### src/inc/htlc_pkg.sv
// htlc_pkg: constants and types for the hdlc test and loopback block
package htlc_pkg;
  // register indices; byte address is four times the index
  localparam logic [5:0] IDX_TEST_CTRL = 6'h1B;
  localparam logic [5:0] IDX_TEST_STAT = 6'h1C;
  localparam logic [5:0] IDX_CRC_FLIP = 6'h20;
  localparam logic [5:0] IDX_LINE_CTRL = 6'h21;
  localparam logic [5:0] IDX_ADDR_PAT = 6'h22;
  // test control fields
  localparam int CTL_SRST = 7;
  localparam int CTL_RX_TO_TX_LOOP = 6;
  localparam int CTL_CRC_REMAINDER_TEST = 3;
  localparam int CTL_FIFO_SWAP_TEST = 2;
  localparam int CTL_ADDR_MATCH_TEST = 1;
  localparam int CTL_TX_TO_RX_LOOP = 0;
  localparam logic [6:0] CTL_RESET = 7'h00;
  // test status fields
  localparam int STAT_RX_CLOCK_VIEW = 3;
  localparam int STAT_TX_CLOCK_VIEW = 2;
  localparam int STAT_CRC_MATCH_FLAG = 1;
  localparam int STAT_ADDR_MATCH_FLAG = 0;
  // line control fields
  localparam int LINE_RX_ENABLE_BIT = 0;
  localparam int LINE_TX_ENABLE_BIT = 1;
  localparam logic [1:0] LINE_RESET = 2'h0;
  // serial compare units, soft reset zero write count and tag width
  localparam int SHIFT_LEN = 16;
  localparam logic [15:0] CRC_PATTERN = 16'hF0B8;
  localparam logic [15:0] PAT_RESET = 16'h0000;
  localparam int SRST_ZERO_WRITES = 2;
  localparam int TAG_W = 2;
  // bus encodings
  localparam logic [2:0] HSIZE_WORD = 3'h2;
  localparam logic HRESP_OKAY = 1'b0;
  typedef enum logic {
    BUS_IDLE = 1'b0,
    BUS_RWAIT = 1'b1
  } htlc_bus_state_type;
endpackage

### src/verilog/htlc_top.sv
// htlc_top: hdlc test, loopback and fifo swap control with ahb-lite slave
//
// Behaviour
// - soft reset bit resets hdlc like pin
// - bit clears after two zero writes
// - rx loop writes bytes to both fifos
// - looped bytes sent, good and bad
// - crc test shifts 16 clocks then stops
// - crc test expects remainder F0B8
// - every computed crc bit can be flipped
// - fifo test swaps write and read fifo
// - fifo test reroutes tags both ways
// - address test shifts 16 clocks, stops
// - tx loop feeds tx data to rx
// - rx clock view gated by rx enable
// - tx clock view gated by tx enable
// - crc match flag shows compare success
// - address match flag shows compare success
// - upper status bits have no function
`timescale 1ns/10ps
`default_nettype none
module htlc_top #(
  parameter int SHIFT_LEN = htlc_pkg::SHIFT_LEN
) (
  input wire logic clk_sys_i,
  input wire logic rst_n_i,
  input wire logic ce_i,
  input wire logic hsel_i,
  input wire logic [31:0] haddr_i,
  input wire logic [1:0] htrans_i,
  input wire logic hwrite_i,
  input wire logic [2:0] hsize_i,
  input wire logic [31:0] hwdata_i,
  input wire logic hready_i,
  output logic [31:0] hrdata_o,
  output logic hreadyout_o,
  output logic hresp_o,
  input wire logic rx_line_clock_i,
  input wire logic rx_line_data_i,
  input wire logic tx_line_clock_i,
  input wire logic tx_line_data_i,
  output logic rx_serial_o,
  output logic hdlc_reset_o,
  output logic rx_enable_o,
  output logic tx_enable_o,
  input wire logic rx_byte_valid_i,
  input wire logic [7:0] rx_byte_i,
  input wire logic [1:0] rx_tag_i,
  input wire logic cpu_wr_i,
  input wire logic [7:0] cpu_wdata_i,
  input wire logic [1:0] cpu_wtag_i,
  input wire logic cpu_rd_i,
  input wire logic [7:0] tx_fifo_q_i,
  input wire logic [1:0] tx_fifo_tag_i,
  input wire logic [7:0] rx_fifo_q_i,
  input wire logic [1:0] rx_fifo_tag_i,
  output logic tx_fifo_wr_o,
  output logic [7:0] tx_fifo_wdata_o,
  output logic [1:0] tx_fifo_wtag_o,
  output logic rx_fifo_wr_o,
  output logic [7:0] rx_fifo_wdata_o,
  output logic [1:0] rx_fifo_wtag_o,
  output logic tx_fifo_rd_o,
  output logic rx_fifo_rd_o,
  output logic [7:0] cpu_rdata_o,
  output logic [1:0] fifo_tag_read_bits_o
);
  htlc_pkg::htlc_bus_state_type state_reg, state_next;
  logic dp_wr_reg, dp_hit_reg;
  logic [5:0] dp_idx_reg;
  logic [6:0] ctl_reg, ctl_next;
  logic [1:0] line_reg, line_next;
  logic [15:0] flip_reg, flip_next, pat_reg, pat_next;
  logic rx_clk_q_reg, rx_view_reg, tx_view_reg;
  logic srst_q, crc_match, addr_match, crc_done, addr_done;
  logic [31:0] rd_mux;
  logic [7:0] ctl_rd, stat_rd;

  // address phase decode; only word-aligned addresses in the low page are mapped, and only word-size writes are taken
  wire addr_take = hsel_i & hready_i & htrans_i[1];
  wire addr_hit = (haddr_i[31:8] == 24'h0) & (haddr_i[1:0] == 2'h0);
  wire word_wr = hwrite_i & (hsize_i == htlc_pkg::HSIZE_WORD);
  wire wr_now = dp_wr_reg & dp_hit_reg;
  wire wr_ctl = wr_now & (dp_idx_reg == htlc_pkg::IDX_TEST_CTRL);
  wire wr_line = wr_now & (dp_idx_reg == htlc_pkg::IDX_LINE_CTRL);
  wire wr_flip = wr_now & (dp_idx_reg == htlc_pkg::IDX_CRC_FLIP);
  wire wr_pat = wr_now & (dp_idx_reg == htlc_pkg::IDX_ADDR_PAT);

  // hdlc reset is held for the whole soft reset, and from the write itself
  wire clr_now = srst_q | (wr_ctl & hwdata_i[htlc_pkg::CTL_SRST]);

  // soft reset bit lives in its own unit
  htlc_soft_rst u_srst (
    .clk_sys_i(clk_sys_i),
    .rst_n_i(rst_n_i),
    .ce_i(ce_i),
    .wr_i(wr_ctl),
    .bit_i(hwdata_i[htlc_pkg::CTL_SRST]),
    .srst_o(srst_q)
  );

  // control state next values; soft reset clears all but its own bit
  assign ctl_next = clr_now ? htlc_pkg::CTL_RESET :
    (wr_ctl ? hwdata_i[6:0] : ctl_reg);
  assign line_next = clr_now ? htlc_pkg::LINE_RESET :
    (wr_line ? hwdata_i[1:0] : line_reg);
  assign flip_next = clr_now ? htlc_pkg::PAT_RESET :
    (wr_flip ? hwdata_i[15:0] : flip_reg);
  assign pat_next = clr_now ? htlc_pkg::PAT_RESET :
    (wr_pat ? hwdata_i[15:0] : pat_reg);

  wire rt_loop = ctl_reg[htlc_pkg::CTL_RX_TO_TX_LOOP];
  wire swap = ctl_reg[htlc_pkg::CTL_FIFO_SWAP_TEST];
  wire rx_en = line_reg[htlc_pkg::LINE_RX_ENABLE_BIT];
  wire tx_en = line_reg[htlc_pkg::LINE_TX_ENABLE_BIT];

  // registers written from the bus
  always_ff @(posedge clk_sys_i) begin
    if (!rst_n_i) begin
      ctl_reg <= htlc_pkg::CTL_RESET;
      line_reg <= htlc_pkg::LINE_RESET;
      flip_reg <= htlc_pkg::PAT_RESET;
      pat_reg <= htlc_pkg::PAT_RESET;
    end else if (ce_i) begin
      ctl_reg <= ctl_next;
      line_reg <= line_next;
      flip_reg <= flip_next;
      pat_reg <= pat_next;
    end
  end

  // read data; reserved control bits read back as written
  assign ctl_rd = {srst_q, ctl_reg};
  assign stat_rd = {4'h0, rx_view_reg, tx_view_reg,
    crc_match, addr_match};
  assign rd_mux = !dp_hit_reg ? 32'h0 :
    (dp_idx_reg == htlc_pkg::IDX_TEST_CTRL) ? {24'h0, ctl_rd} :
    (dp_idx_reg == htlc_pkg::IDX_TEST_STAT) ? {24'h0, stat_rd} :
    (dp_idx_reg == htlc_pkg::IDX_LINE_CTRL) ? {30'h0, line_reg} :
    (dp_idx_reg == htlc_pkg::IDX_CRC_FLIP) ? {16'h0, flip_reg} :
    (dp_idx_reg == htlc_pkg::IDX_ADDR_PAT) ? {16'h0, pat_reg} : 32'h0;

  // reads take one wait state so a preceding write is already visible
  always_comb begin
    state_next = state_reg;
    case (state_reg)
      htlc_pkg::BUS_IDLE: begin
        if (addr_take && !hwrite_i) begin
          state_next = htlc_pkg::BUS_RWAIT;
        end
      end
      htlc_pkg::BUS_RWAIT: begin
        state_next = htlc_pkg::BUS_IDLE;
      end
      default: begin
        state_next = htlc_pkg::BUS_IDLE;
      end
    endcase
  end

  // bus slave state
  always_ff @(posedge clk_sys_i) begin
    if (!rst_n_i) begin
      state_reg <= htlc_pkg::BUS_IDLE;
      dp_wr_reg <= 1'b0;
      dp_hit_reg <= 1'b0;
      dp_idx_reg <= 6'h0;
      hrdata_o <= 32'h0;
      hreadyout_o <= 1'b1;
      hresp_o <= htlc_pkg::HRESP_OKAY;
    end else if (ce_i) begin
      state_reg <= state_next;
      dp_wr_reg <= addr_take & word_wr;
      if (addr_take) begin
        dp_hit_reg <= addr_hit;
        dp_idx_reg <= haddr_i[7:2];
      end
      if (state_reg == htlc_pkg::BUS_RWAIT) begin
        hrdata_o <= rd_mux;
      end
      hreadyout_o <= (state_next != htlc_pkg::BUS_RWAIT);
      hresp_o <= htlc_pkg::HRESP_OKAY;
    end
  end

  // fifo routing; receiver writes win over a processor write on a clash
  wire cpu_to_tx = cpu_wr_i & ~swap;
  wire cpu_to_rx = cpu_wr_i & swap;
  wire rx_to_tx = rx_byte_valid_i & rt_loop;
  wire tx_wr_next = ~clr_now & (rx_to_tx | cpu_to_tx);
  wire rx_wr_next = ~clr_now & (rx_byte_valid_i | cpu_to_rx);

  // fifo write and read strobes, all from flip-flops
  always_ff @(posedge clk_sys_i) begin
    if (!rst_n_i) begin
      tx_fifo_wr_o <= 1'b0;
      tx_fifo_wdata_o <= 8'h00;
      tx_fifo_wtag_o <= 2'h0;
      rx_fifo_wr_o <= 1'b0;
      rx_fifo_wdata_o <= 8'h00;
      rx_fifo_wtag_o <= 2'h0;
      tx_fifo_rd_o <= 1'b0;
      rx_fifo_rd_o <= 1'b0;
      cpu_rdata_o <= 8'h00;
      fifo_tag_read_bits_o <= 2'h0;
    end else if (ce_i) begin
      tx_fifo_wr_o <= tx_wr_next;
      // bad packets keep their tag and are looped all the same
      tx_fifo_wdata_o <= rx_to_tx ? rx_byte_i : cpu_wdata_i;
      tx_fifo_wtag_o <= rx_to_tx ? rx_tag_i : cpu_wtag_i;
      rx_fifo_wr_o <= rx_wr_next;
      rx_fifo_wdata_o <= rx_byte_valid_i ? rx_byte_i : cpu_wdata_i;
      rx_fifo_wtag_o <= rx_byte_valid_i ? rx_tag_i : cpu_wtag_i;
      tx_fifo_rd_o <= ~clr_now & cpu_rd_i & swap;
      rx_fifo_rd_o <= ~clr_now & cpu_rd_i & ~swap;
      if (cpu_rd_i) begin
        cpu_rdata_o <= swap ? tx_fifo_q_i : rx_fifo_q_i;
        fifo_tag_read_bits_o <= swap ? tx_fifo_tag_i : rx_fifo_tag_i;
      end
    end
  end

  // line side; the line clocks are sampled as ordinary inputs
  wire rx_rise = rx_line_clock_i & ~rx_clk_q_reg;
  always_ff @(posedge clk_sys_i) begin
    if (!rst_n_i) begin
      rx_clk_q_reg <= 1'b0;
      rx_view_reg <= 1'b0;
      tx_view_reg <= 1'b0;
      rx_serial_o <= 1'b0;
      hdlc_reset_o <= 1'b1;
      rx_enable_o <= 1'b0;
      tx_enable_o <= 1'b0;
    end else if (ce_i) begin
      rx_clk_q_reg <= rx_line_clock_i;
      rx_view_reg <= rx_line_clock_i & rx_en;
      tx_view_reg <= tx_line_clock_i & tx_en;
      // loop is not gated by the enables; software sets them both
      rx_serial_o <= ctl_reg[htlc_pkg::CTL_TX_TO_RX_LOOP] ?
        tx_line_data_i : rx_line_data_i;
      hdlc_reset_o <= clr_now;
      rx_enable_o <= line_next[htlc_pkg::LINE_RX_ENABLE_BIT];
      tx_enable_o <= line_next[htlc_pkg::LINE_TX_ENABLE_BIT];
    end
  end

  // serial compare units; leaving a test clears its register
  htlc_shift_cmp #(
    .LEN(SHIFT_LEN)
  ) u_crc (
    .clk_sys_i(clk_sys_i),
    .rst_n_i(rst_n_i),
    .ce_i(ce_i),
    // next value, so the flag drops in the same edge as the test bit
    .clr_i(clr_now | ~ctl_next[htlc_pkg::CTL_CRC_REMAINDER_TEST]),
    .shift_i(rx_rise),
    .data_i(rx_line_data_i),
    .pattern_i(htlc_pkg::CRC_PATTERN),
    .flip_i(flip_reg),
    .match_o(crc_match),
    .done_o(crc_done)
  );
  htlc_shift_cmp #(
    .LEN(SHIFT_LEN)
  ) u_addr (
    .clk_sys_i(clk_sys_i),
    .rst_n_i(rst_n_i),
    .ce_i(ce_i),
    .clr_i(clr_now | ~ctl_next[htlc_pkg::CTL_ADDR_MATCH_TEST]),
    .shift_i(rx_rise),
    .data_i(rx_line_data_i),
    .pattern_i(pat_reg),
    .flip_i(16'h0000),
    .match_o(addr_match),
    .done_o(addr_done)
  );
endmodule
`default_nettype wire

### src/verilog/htlc_shift_cmp.sv
// htlc_shift_cmp: serial load register that stops when aligned, with compare
`timescale 1ns/10ps
`default_nettype none
module htlc_shift_cmp #(
  parameter int LEN = 16
) (
  input wire logic clk_sys_i,
  input wire logic rst_n_i,
  input wire logic ce_i,
  input wire logic clr_i,
  input wire logic shift_i,
  input wire logic data_i,
  input wire logic [LEN-1:0] pattern_i,
  input wire logic [LEN-1:0] flip_i,
  output logic match_o,
  output logic done_o
);
  localparam int CW = $clog2(LEN + 1);
  logic [LEN-1:0] sr_reg, sr_next;
  logic [CW-1:0] cnt_reg, cnt_next;
  logic full, step, match_next;

  // the clock is stopped once LEN bits are in
  assign full = (cnt_reg == CW'(LEN));
  assign step = shift_i & ~full;
  assign sr_next = clr_i ? '0 : (step ? {sr_reg[LEN-2:0], data_i} : sr_reg);
  assign cnt_next = clr_i ? '0 : (step ? cnt_reg + 1'b1 : cnt_reg);
  // flip bits corrupt the loaded value before the compare
  assign match_next = ~clr_i & (cnt_next == CW'(LEN))
    & ((sr_next ^ flip_i) == pattern_i);

  always_ff @(posedge clk_sys_i) begin
    if (!rst_n_i) begin
      sr_reg <= '0;
      cnt_reg <= '0;
      match_o <= 1'b0;
    end else if (ce_i) begin
      sr_reg <= sr_next;
      cnt_reg <= cnt_next;
      match_o <= match_next;
    end
  end
  assign done_o = full;
endmodule
`default_nettype wire

### src/verilog/htlc_soft_rst.sv
// htlc_soft_rst: soft reset bit that needs two zero writes to clear
`timescale 1ns/10ps
`default_nettype none
module htlc_soft_rst (
  input wire logic clk_sys_i,
  input wire logic rst_n_i,
  input wire logic ce_i,
  input wire logic wr_i,
  input wire logic bit_i,
  output logic srst_o
);
  logic [1:0] zc_reg, zc_next;
  logic srst_next, last_zero;

  // a one write restarts the count of zero writes
  assign last_zero = (zc_reg == 2'(htlc_pkg::SRST_ZERO_WRITES - 1));
  assign srst_next = wr_i ? (bit_i | (srst_o & ~last_zero)) : srst_o;
  assign zc_next = (!wr_i) ? zc_reg :
    ((bit_i || !srst_o || last_zero) ? 2'h0 : zc_reg + 2'h1);

  always_ff @(posedge clk_sys_i) begin
    if (!rst_n_i) begin
      srst_o <= 1'b0;
      zc_reg <= 2'h0;
    end else if (ce_i) begin
      srst_o <= srst_next;
      zc_reg <= zc_next;
    end
  end
endmodule
`default_nettype wire

### config.mk
export PLATFORM = sky130hd
export DESIGN_NAME = htlc_top
export DESIGN_NICKNAME = d
export VERILOG_FILES = /design/src/inc/htlc_pkg.sv /design/src/verilog/htlc_top.sv /design/src/verilog/htlc_shift_cmp.sv /design/src/verilog/htlc_soft_rst.sv
export SDC_FILE = /design/constraint.sdc
export NUM_CORES = 1
export LEC_CHECK = 0
export BUFFER_PORTS_ARGS = -buffer_cell sky130_fd_sc_hd__buf_4
export CAP_MARGIN = 20
export CELL_PAD_IN_SITES_DETAIL_PLACEMENT = 1
export CELL_PAD_IN_SITES_GLOBAL_PLACEMENT = 2
export CORE_AREA = 2 2 158 160
export DETAILED_ROUTE_END_ITERATION = 16
export DIE_AREA = 0 0 160 162
export PLACE_DENSITY_LB_ADDON = 0.05
export RECOVER_POWER = 25
export SLEW_MARGIN = 5
export SYNTH_ARGS = -nofsm -noshare
export SYNTH_HDL_FRONTEND = slang
export SYNTH_SLANG_ARGS = --single-unit
### constraint.sdc
create_clock -name clk_sys_i -period 3.5 [get_ports clk_sys_i]
set_input_delay 0.35 -clock clk_sys_i [delete_from_list [all_inputs] [get_ports clk_sys_i]]
set_output_delay 0.35 -clock clk_sys_i [all_outputs]
set_load 0.02 [all_outputs]
# After elaboration in Yosys (flattened, before gate mapping)
# Index checks and enable logic that the tools add are counted.
[word_totals]
register_bits = 171
input_bits = 122
word_cells = 149
out_inout_bits = 72
[classes]
n_addsub = 3
reduce_logical = 17
eq_ne = 13
muxes = 32
n_bitwise = 48
[ops]
columns = ["cell", "n"]
rows = [
  ["two-way mux 16 bit", 14],
  ["bitwise AND 1 bit", 29],
  ["zero test 24 bit", 1],
  ["two-way mux 8 bit", 3],
  ["== test 5 bit (second input constant)", 4],
  ["two-way mux 5 bit", 4],
  ["== test 6 bit (second input constant)", 3],
  ["== test 16 bit", 1],
  ["== test 16 bit (second input constant)", 1],
  ["XOR 16 bit", 1],
  ["two-way mux 7 bit", 2],
  ["AND reduction 2 bit", 7],
  ["== test 6 x 5 -> 1 bit (second input constant)", 2],
  ["two-way mux 2 bit", 6],
  ["NOT 1 bit", 12],
  ["adder 5 x 1 -> 5 bit (second input constant)", 2],
  ["OR 1 bit", 6],
  ["nonzero test 2 bit", 3],
  ["== test 3 x 2 -> 1 bit (second input constant)", 1],
  ["adder 2 x 1 -> 2 bit (second input constant)", 1],
  ["== test 2 x 1 -> 1 bit (second input constant)", 1],
  ["zero test 1 bit", 2],
  ["zero test 2 bit", 1],
  ["logical OR 1 bit", 2],
  ["3 further kinds", 4],
]

# Depth between registers and ports, before layout
# Gate-level depths: netlist of the first run.
[depth]
depth_word = 11
ltp_mapped = 11
depth_no_buf = 9

# Modules after synthesis
# Synthesis of the first run repeated with hierarchy kept, for this count alone.
[unflattened]
hier_cells = 874
hier_area_um2 = 8037.7
[modules_own_cells]
columns = ["module", "seq_area_each_um2", "area_each_um2", "cells_per_inst", "instances"]
rows = [
  ["htlc_top", 2122.0, 4699.5, 475, 1],
  ["htlc_shift_cmp", 440.4, 1594.0, 191, 2],
  ["htlc_soft_rst", 60.1, 150.1, 17, 1],
]

# Least setup slack after synthesis of the first run
# Ideal clock, no wire load.
[synth_path]
path_type = "register -> register"
from = "reg u_crc.cnt_reg[0]"
to = "reg u_crc.match_o"
setup_ns = 0.069
t_arrival_ns = 2.309
required_time_ns = 3.431
setup_slack_ns = 1.122
path_stages_with_launch = 11
n_path_buf = 2
path_cell_list = "dfxtp_1 inv_1 ha_1 nor4bb_1 buf_2 nor2_1 clkbuf_1 a31oi_1 a2111oi_0 o2111ai_1 o21ai_1"
[synth_via]
elab_chain_cells = 8
word_cells_on_any_way = 13
cone_classes = "1 x add/sub; 3 x eq/ne; 4 x mux; 5 x bitwise"
[synth_lines]
columns = ["item", "line", "rtl"]
rows = [
  ["start: declaration", "htlc_shift_cmp.sv:20", "logic [CW-1:0] cnt_reg, cnt_next;"],
  ["start signal: assignment", "htlc_shift_cmp.sv:39", "cnt_reg <= cnt_next;"],
  ["parallel branches: the longest is 7 deep, another holds adder 5 x 1 -> 5 bit", "-", ""],
  ["bitwise AND 1 bit *", "htlc_shift_cmp.sv:30", "& ((sr_next ^ flip_i) == pattern_i);"],
  ["end signal: assignment", "htlc_shift_cmp.sv:40", "match_o <= match_next;"],
  ["end: declaration", "htlc_shift_cmp.sv:15", "output logic match_o,"],
]
# Every way passes the cells marked *.
# A chain may end at the register's enable or synchronous reset.

# Worst setup path after layout of the first run
[layout_path]
from = "reg u_addr.cnt_reg[0]"
to = "reg u_addr.match_o"
[layout_via]
elab_chain_cells = 8
word_cells_on_any_way = 12
cone_classes = "1 x add/sub; 3 x eq/ne; 4 x mux; 4 x bitwise"
[layout_lines]
columns = ["item", "line"]
rows = [
  ["start: declaration", "htlc_shift_cmp.sv:20"],
  ["start signal: assignment", "htlc_shift_cmp.sv:39"],
  ["parallel branches: the longest is 7 deep, another holds adder 5 x 1 -> 5 bit", "-"],
  ["bitwise AND 1 bit *", "htlc_shift_cmp.sv:30"],
  ["end signal: assignment", "htlc_shift_cmp.sv:40"],
  ["end: declaration", "htlc_shift_cmp.sv:15"],
]
# Marks and branches as above.

==> flow_summary_export.csv, run 1 <==
group,metric,value,unit
run_status,status,"finished, violations left",
run_status,violations,"capacitance limit, slew limit",
worst_setup_path,crit_fanout,8,
route,avgRoutedWirePerCell,18.8,um
timing,maxSlewViolCount,44,
clock_network,cts_resized,0,
clock_network,postCtsSetupBuffers,0,
cells_and_area,drive_gt1_frac,0.171,
worst_setup_path,worst_ep_required_time,3840,ps
route,ant_nets,0,
timing,slew_headroom,-0.208,
timing,finalCritPeriodShare,0.809,
route,wl,26400,um
power,finalPower,0.00401,W
synthesis,yosys.area.top_type,"dfxtp_1",
timing,setup_viol_count_final,0,
global_routing,antenna_found_initial,1,
placement,hpwl,19100,um
flow_run,drv_cap,1,
synthesis,ys_top_cells_by_area,"dfxtp_1 (38%), nor2b_1 (7.5%), a22oi_1 (7.0%)",
clock_network,clock_latency,430,ps
clock_network,cts_max_level,4,
timing,tns,0,ps
synthesis,async_flop_share,0,
route,drtIter0Drc,331,
timing,worst_pin_slew,1810,ps
floorplan,die_w,160,um
floorplan,fp.dieArea,25900,um2
route,first_pass_iters,4,
worst_setup_path,arrival,3170,ps
cells_and_area,areaGrowthSynthToFinish,22.5,%
synthesis,avgSynthCellArea,8.64,um2
synthesis,synth_cells,939,
synthesis,ys.flop_type,"dfxtp_1",
cells_and_area,final_cell_area,9940,um2
clock_network,path_clk_slew,70,ps
clock_network,cts_sinks,153,
route,drc_errors,0,
clock_network,tritoncts,"yes",
cells_and_area,nets,1197,
cells_and_area,diodes,0,
worst_setup_path,end_kind,"flop",
clock_network,cts_root_buf,"clkbuf_16",
timing,fmaxAchievable,0.353,GHz
timing,finClkSkew,9.37,ps
synthesis,synth.distinct_cells,72,
clock_network,holdBufCountCts,0,
synthesis,yosysSeqAreaShare,0.377,
placement,finalWeightedCongestion,0.765,
floorplan,core-area,24100,um2
global_routing,grt_max_degree,84,
floorplan,die_h,162,um
worst_setup_path,path_class,"reg -> reg",
power,powerDensity,404,nW/um2
floorplan,initial_utilization,0.337,
route,via_per_inst,5.29,
synthesis,ys_seq_elements,153,
global_routing,track_usage,0.206,
worst_setup_path,cp-start-kind,"flop",
synthesis,yosys_warnings,0,
synthesis,synth_edf_count,0,
global_routing,grt_pass1_vias,7612,
placement,placed_area,9530,um2
timing,rsz0062_at_grt,"false",
power,p_leak,3.71,nW
worst_hold_path,hold_class,"in -> reg",
placement,portBuffers,159,
timing,fin_crit,2830,ps
timing,finalHoldViolCount,0,
floorplan,pin_count,194,
global_routing,grt_pass1_wl,42700,um
power,ir_drop,262,uV
clock_network,cts_buffers,17,
route,num_vias,7440,
synthesis,synthesis.area,8120,um2
global_routing,globalRouteOverflowTotal,0,
synthesis,yosys.area.top_type_share,0.377,
floorplan,fp-row-count,57,
clock_network,clk_path_buf_depth,2,
==> cell type report <==
| cell class | instances | area [um2] |
|---|---|---|
| Clock buffer | 18 | 439 |
| Clock inverter | 14 | 139 |
| Fill cell | 2953 | 14200 |
| Inverter | 19 | 71.3 |
| Multi-Input combinational cell | 701 | 4650 |
| Sequential cell | 153 | 3060 |
| Tap cell | 324 | 405 |
| Timing Repair Buffer | 178 | 1170 |
==> worst paths after layout <==
| kind | depth (start not counted) | slack [ps] | startpoint | end |
|---|---|---|---|---|
| max | 9 | 670 | u_addr.cnt_reg[0] | u_addr.match_o |
| min reg2reg | 2 | 450 | hrdata_o[11] | hrdata_o[11] |
| max reg2reg | 9 | 670 | u_addr.cnt_reg[0] | u_addr.match_o |
| min | 3 | 180 | haddr_i[5] | dp_idx_reg[3] |
==> logic make-up (layout without fill, tap and decap cells) <==
family	after synthesis	after routing	share of synthesized area
DFF	153	153	0.377
buffers and inverters	101	229	0.0570
muxes	56	56	0.0709
other	1	17	0.000462
adders and majority gates	5	5	0.00771
and+or+nand+nor	358	358	0.242
xor gates and xnor gates	28	28	0.0302
AOI/OAI and AO/OA	237	237	0.215
==> synth_stat cells, drive strengths merged, types with 9 or more instances <==
cell type	n
a21boi	9
a21oi	24
a22oi	76
a31oi	10
and2	10
buf	30
clkbuf	52
dfxtp	153
inv	19
mux2i	53
nand2	86
nand3	33
nor2	28
nor2b	97
nor3	31
nor4	13
o211a	31
o21ai	38
or3	11
xnor2	18
xor2	10
==> worst max-delay path, cell delays in order, from the launching register on <==
cell	delay, ps
dfxtp_1	340
inv_1	150
ha_1	180
nand4bb_1	260
and2_0	420
o311ai_0	410
o2111ai_1	170
nor4_1	440
o2111ai_1	180
o31ai_1	210
==> per-stage QoR <==
stage | std cells | hold WS, ps | util | worst slack [ps]
final | 1407 | 177 | 0.412 | 668
after global routing | 1407 | 186 | 0.412 | 416
after CTS | 1407 | 166 | 0.419 | 722
after detailed placement | 1375 | 443 | 0.395 | 729
after global placement | 1375 | 439 | 0.395 | 757
after floorplan | 955 | 426 | - | 1120
==> power by group <==
group	internal (W)	total, W	switching, W
Sequential	0.00177	0.00179	0.0000165
Clock	0.00101	0.00184	0.000822
Combinational	0.000170	0.000390	0.000220
==> layout by cell type, fill, tap and decap left out, types with 13 or more instances in the layout <==
cell       count
dfxtp_1      153
nor2_1        26
nor2b_1       97
nand3_1       33
conb_1        17
xnor2_1       18
o211a_1       31
nor4_1        13
clkbuf_1      42
a22oi_1       76
o21ai_0       33
a21oi_1       24
mux2i_1       53
clkbuf_16     17
buf_4        134
inv_1         19
nor3_1        29
nand2_1       86
==> layer usage <==
layer,track usage,wire (um),vias to the layer above
met4,0.0471,324,2
li1,-,-,3660
met2,0.332,12000,166
met1,0.269,12300,3590
met5,0,16,-
met3,0.0674,1760,22
(Power assumes the default switching activity.)
==> inputs of run 2 (changes only) <==
- CORE_AREA: 2 2 158 160 -> 2 2 163 165
- DIE_AREA: 0 0 160 162 -> 0 0 165 167
- clock period: 3.5 -> 2.7 ns (I/O delays scaled with it)
==> run 2 against run 1 <==
The run still ends with capacitance limit, slew limit left. Final cell count is 2.8% higher. Via count is 1.1% higher. Critical path depth stayed put. Sequential cell count stayed put. Worst hold slack worse by 88 ps. Non-clock buffer count is 27 higher. Largest power group unchanged. Highest routed layer is now met4.
==> flow_summary_export.csv, run 2 (synthesis results as in run 1) <==
group,metric,value,unit
run_status,status,"finished, violations left",
run_status,violations,"capacitance limit, slew limit",
timing,fin_crit,2490,ps
power,p_leak,3.90,nW
global_routing,antenna_found_initial,0,
cells_and_area,layout_common_cells,"buf_4 (173), dfxtp_1 (153), nor2b_1 (97), nand2_1 (86), a22oi_1 (76)",
floorplan,fp.dieArea,27600,um2
worst_hold_path,min_path_cells,3,
worst_setup_path,end_kind,"flop",
worst_setup_path,cp-start-kind,"flop",
route,num_vias,7523,
global_routing,grt_pass1_vias,7561,
timing,setup_ws,214,ps
worst_setup_path,crit_fanout,5,
route,wl,27200,um
global_routing,track_usage,0.202,
power,power_frac_comb,0.099,
floorplan,die_h,167,um
placement,dp_slack,142,ps
clock_network,clock_latency,430,ps
placement,hpwl,19900,um
worst_setup_path,r2r-end,"u_addr.match_o",
worst_setup_path,reg2reg_from,"u_addr.cnt_reg[0]",
flow_run,drv_cap,1,
clock_network,clk_path_buf_depth,2,
floorplan,initial_utilization,0.315,
cells_and_area,fill_cells,3023,
route,via_per_inst,5.20,
placement,placed_area,9760,um2
route,first_pass_iters,4,
timing,setup_viol_count_final,0,
worst_setup_path,reg2reg_depth,9,
clock_network,holdBufCountCts,0,
clock_network,postCtsSetupBuffers,0,
power,sw_frac_of_total,0.252,
timing,finalHoldViolCount,0,
global_routing,globalRouteOverflowTotal,0,
timing,rsz0062_at_grt,"false",
clock_network,path_clk_slew,70,ps
placement,finalWeightedCongestion,0.768,
floorplan,die_w,165,um
global_routing,grt_max_degree,98,
clock_network,cts_root_buf,"clkbuf_16",
placement,portBuffers,159,
power,ir_drop,310,uV
power,clkPwrFrac,0.467,
worst_setup_path,r2r_setup_slack,210,ps
clock_network,cts_resized,0,
clock_network,cts_sinks,153,
timing,finalCritPeriodShare,0.921,
worst_setup_path,path_class,"reg -> reg",
timing,worst_pin_slew,1780,ps
route,avgRoutedWirePerCell,18.8,um
power,p_seq_frac,0.434,
power,finalPower,0.00534,W
floorplan,fp-row-count,59,
timing,slew_headroom,-0.187,
clock_network,tritoncts,"yes",
global_routing,grt_pass1_wl,43500,um
floorplan,core-area,25800,um2
timing,maxSlewViolCount,98,
worst_setup_path,arrival,2830,ps
power,powerDensity,522,nW/um2
clock_network,cts_max_level,4,
route,ant_nets,0,
timing,tns,0,ps
power,p_switching,0.00134,W
floorplan,pin_count,194,
cells_and_area,final_cell_area,10200,um2
power,intPower,0.00399,W
clock_network,cts_buffers,17,
route,drtIter0Drc,324,
cells_and_area,nets,1224,
worst_hold_path,hold_class,"in -> reg",
timing,fmaxAchievable,0.402,GHz
worst_setup_path,crit_end,"u_addr.match_o",
cells_and_area,areaGrowthSynthToFinish,26.0,%
timing,finClkSkew,7.54,ps
worst_setup_path,startpoint,"u_addr.cnt_reg[0]",
cells_and_area,final_common_cell,"buf_4",
cells_and_area,drive_gt1_frac,0.200,
worst_setup_path,worst_ep_required_time,3050,ps
route,drc_errors,0,
-- run 2: critical path, stage by stage (launching register included) --
cell,delay [ps]
dfxtp_1,340
inv_1,150
ha_1,170
nand4bb_1,130
and2_0,260
o311ai_0,420
o2111ai_1,170
nor4_1,380
o2111ai_1,180
o31ai_1,200
-- run 2: worst min-delay path by stage --
stage	startpoint	to	slack, ps
global route	haddr_i[2]	dp_idx_reg[0]	100
floorplan	hwrite_i	hreadyout_o	420
global placement	hrdata_o[12]	hrdata_o[12]	440
detailed placement	hrdata_o[10]	hrdata_o[10]	460
finish	haddr_i[7]	dp_idx_reg[5]	90
CTS	haddr_i[7]	dp_idx_reg[5]	80
-- run 2: through the flow --
stage               hold slack [ps]  utilization  instances
global route                   99.0        0.397       1445
global placement                440        0.379       1413
detailed placement              456        0.379       1413
floorplan                       418            -        955
CTS                            82.1        0.402       1445
finish                         89.5        0.397       1446
-- run 2: layout make-up --
type	instances	area [um2]	area share
flip-flops and latches	153	3060	0.299
inverters	19	71.3	0.00697
well taps	335	419	0.0410
diodes	1	2.50	0.000245
repair buffers	205	1420	0.139
clock buffers	18	429	0.0420
clock inverters	14	174	0.0170
multi-input cells	701	4650	0.455
-- run 2: routing by layer --
layer / part of all wire / routed length, um / vias up / track usage
met3: 0.060 / 1620 / 15 / 0.0583
li1: - / - / 3709 / -
met5: 0 / 0 / - / 0
met1: 0.48 / 13100 / 3632 / 0.278
met2: 0.45 / 12200 / 167 / 0.313
met4: 0.0097 / 264 / 0 / 0.0431
-- run 2: power groups by stage --
stage	clock (W)	sequential, W	combinational [W]
after global routing	0.00265	0.00232	0.000576
final	0.00249	0.00232	0.000529
after global placement	0	0.00237	0.000550
after detailed placement	0	0.00237	0.000551
after CTS	0.00257	0.00232	0.000551
after floorplan	0	0.00241	0.000247
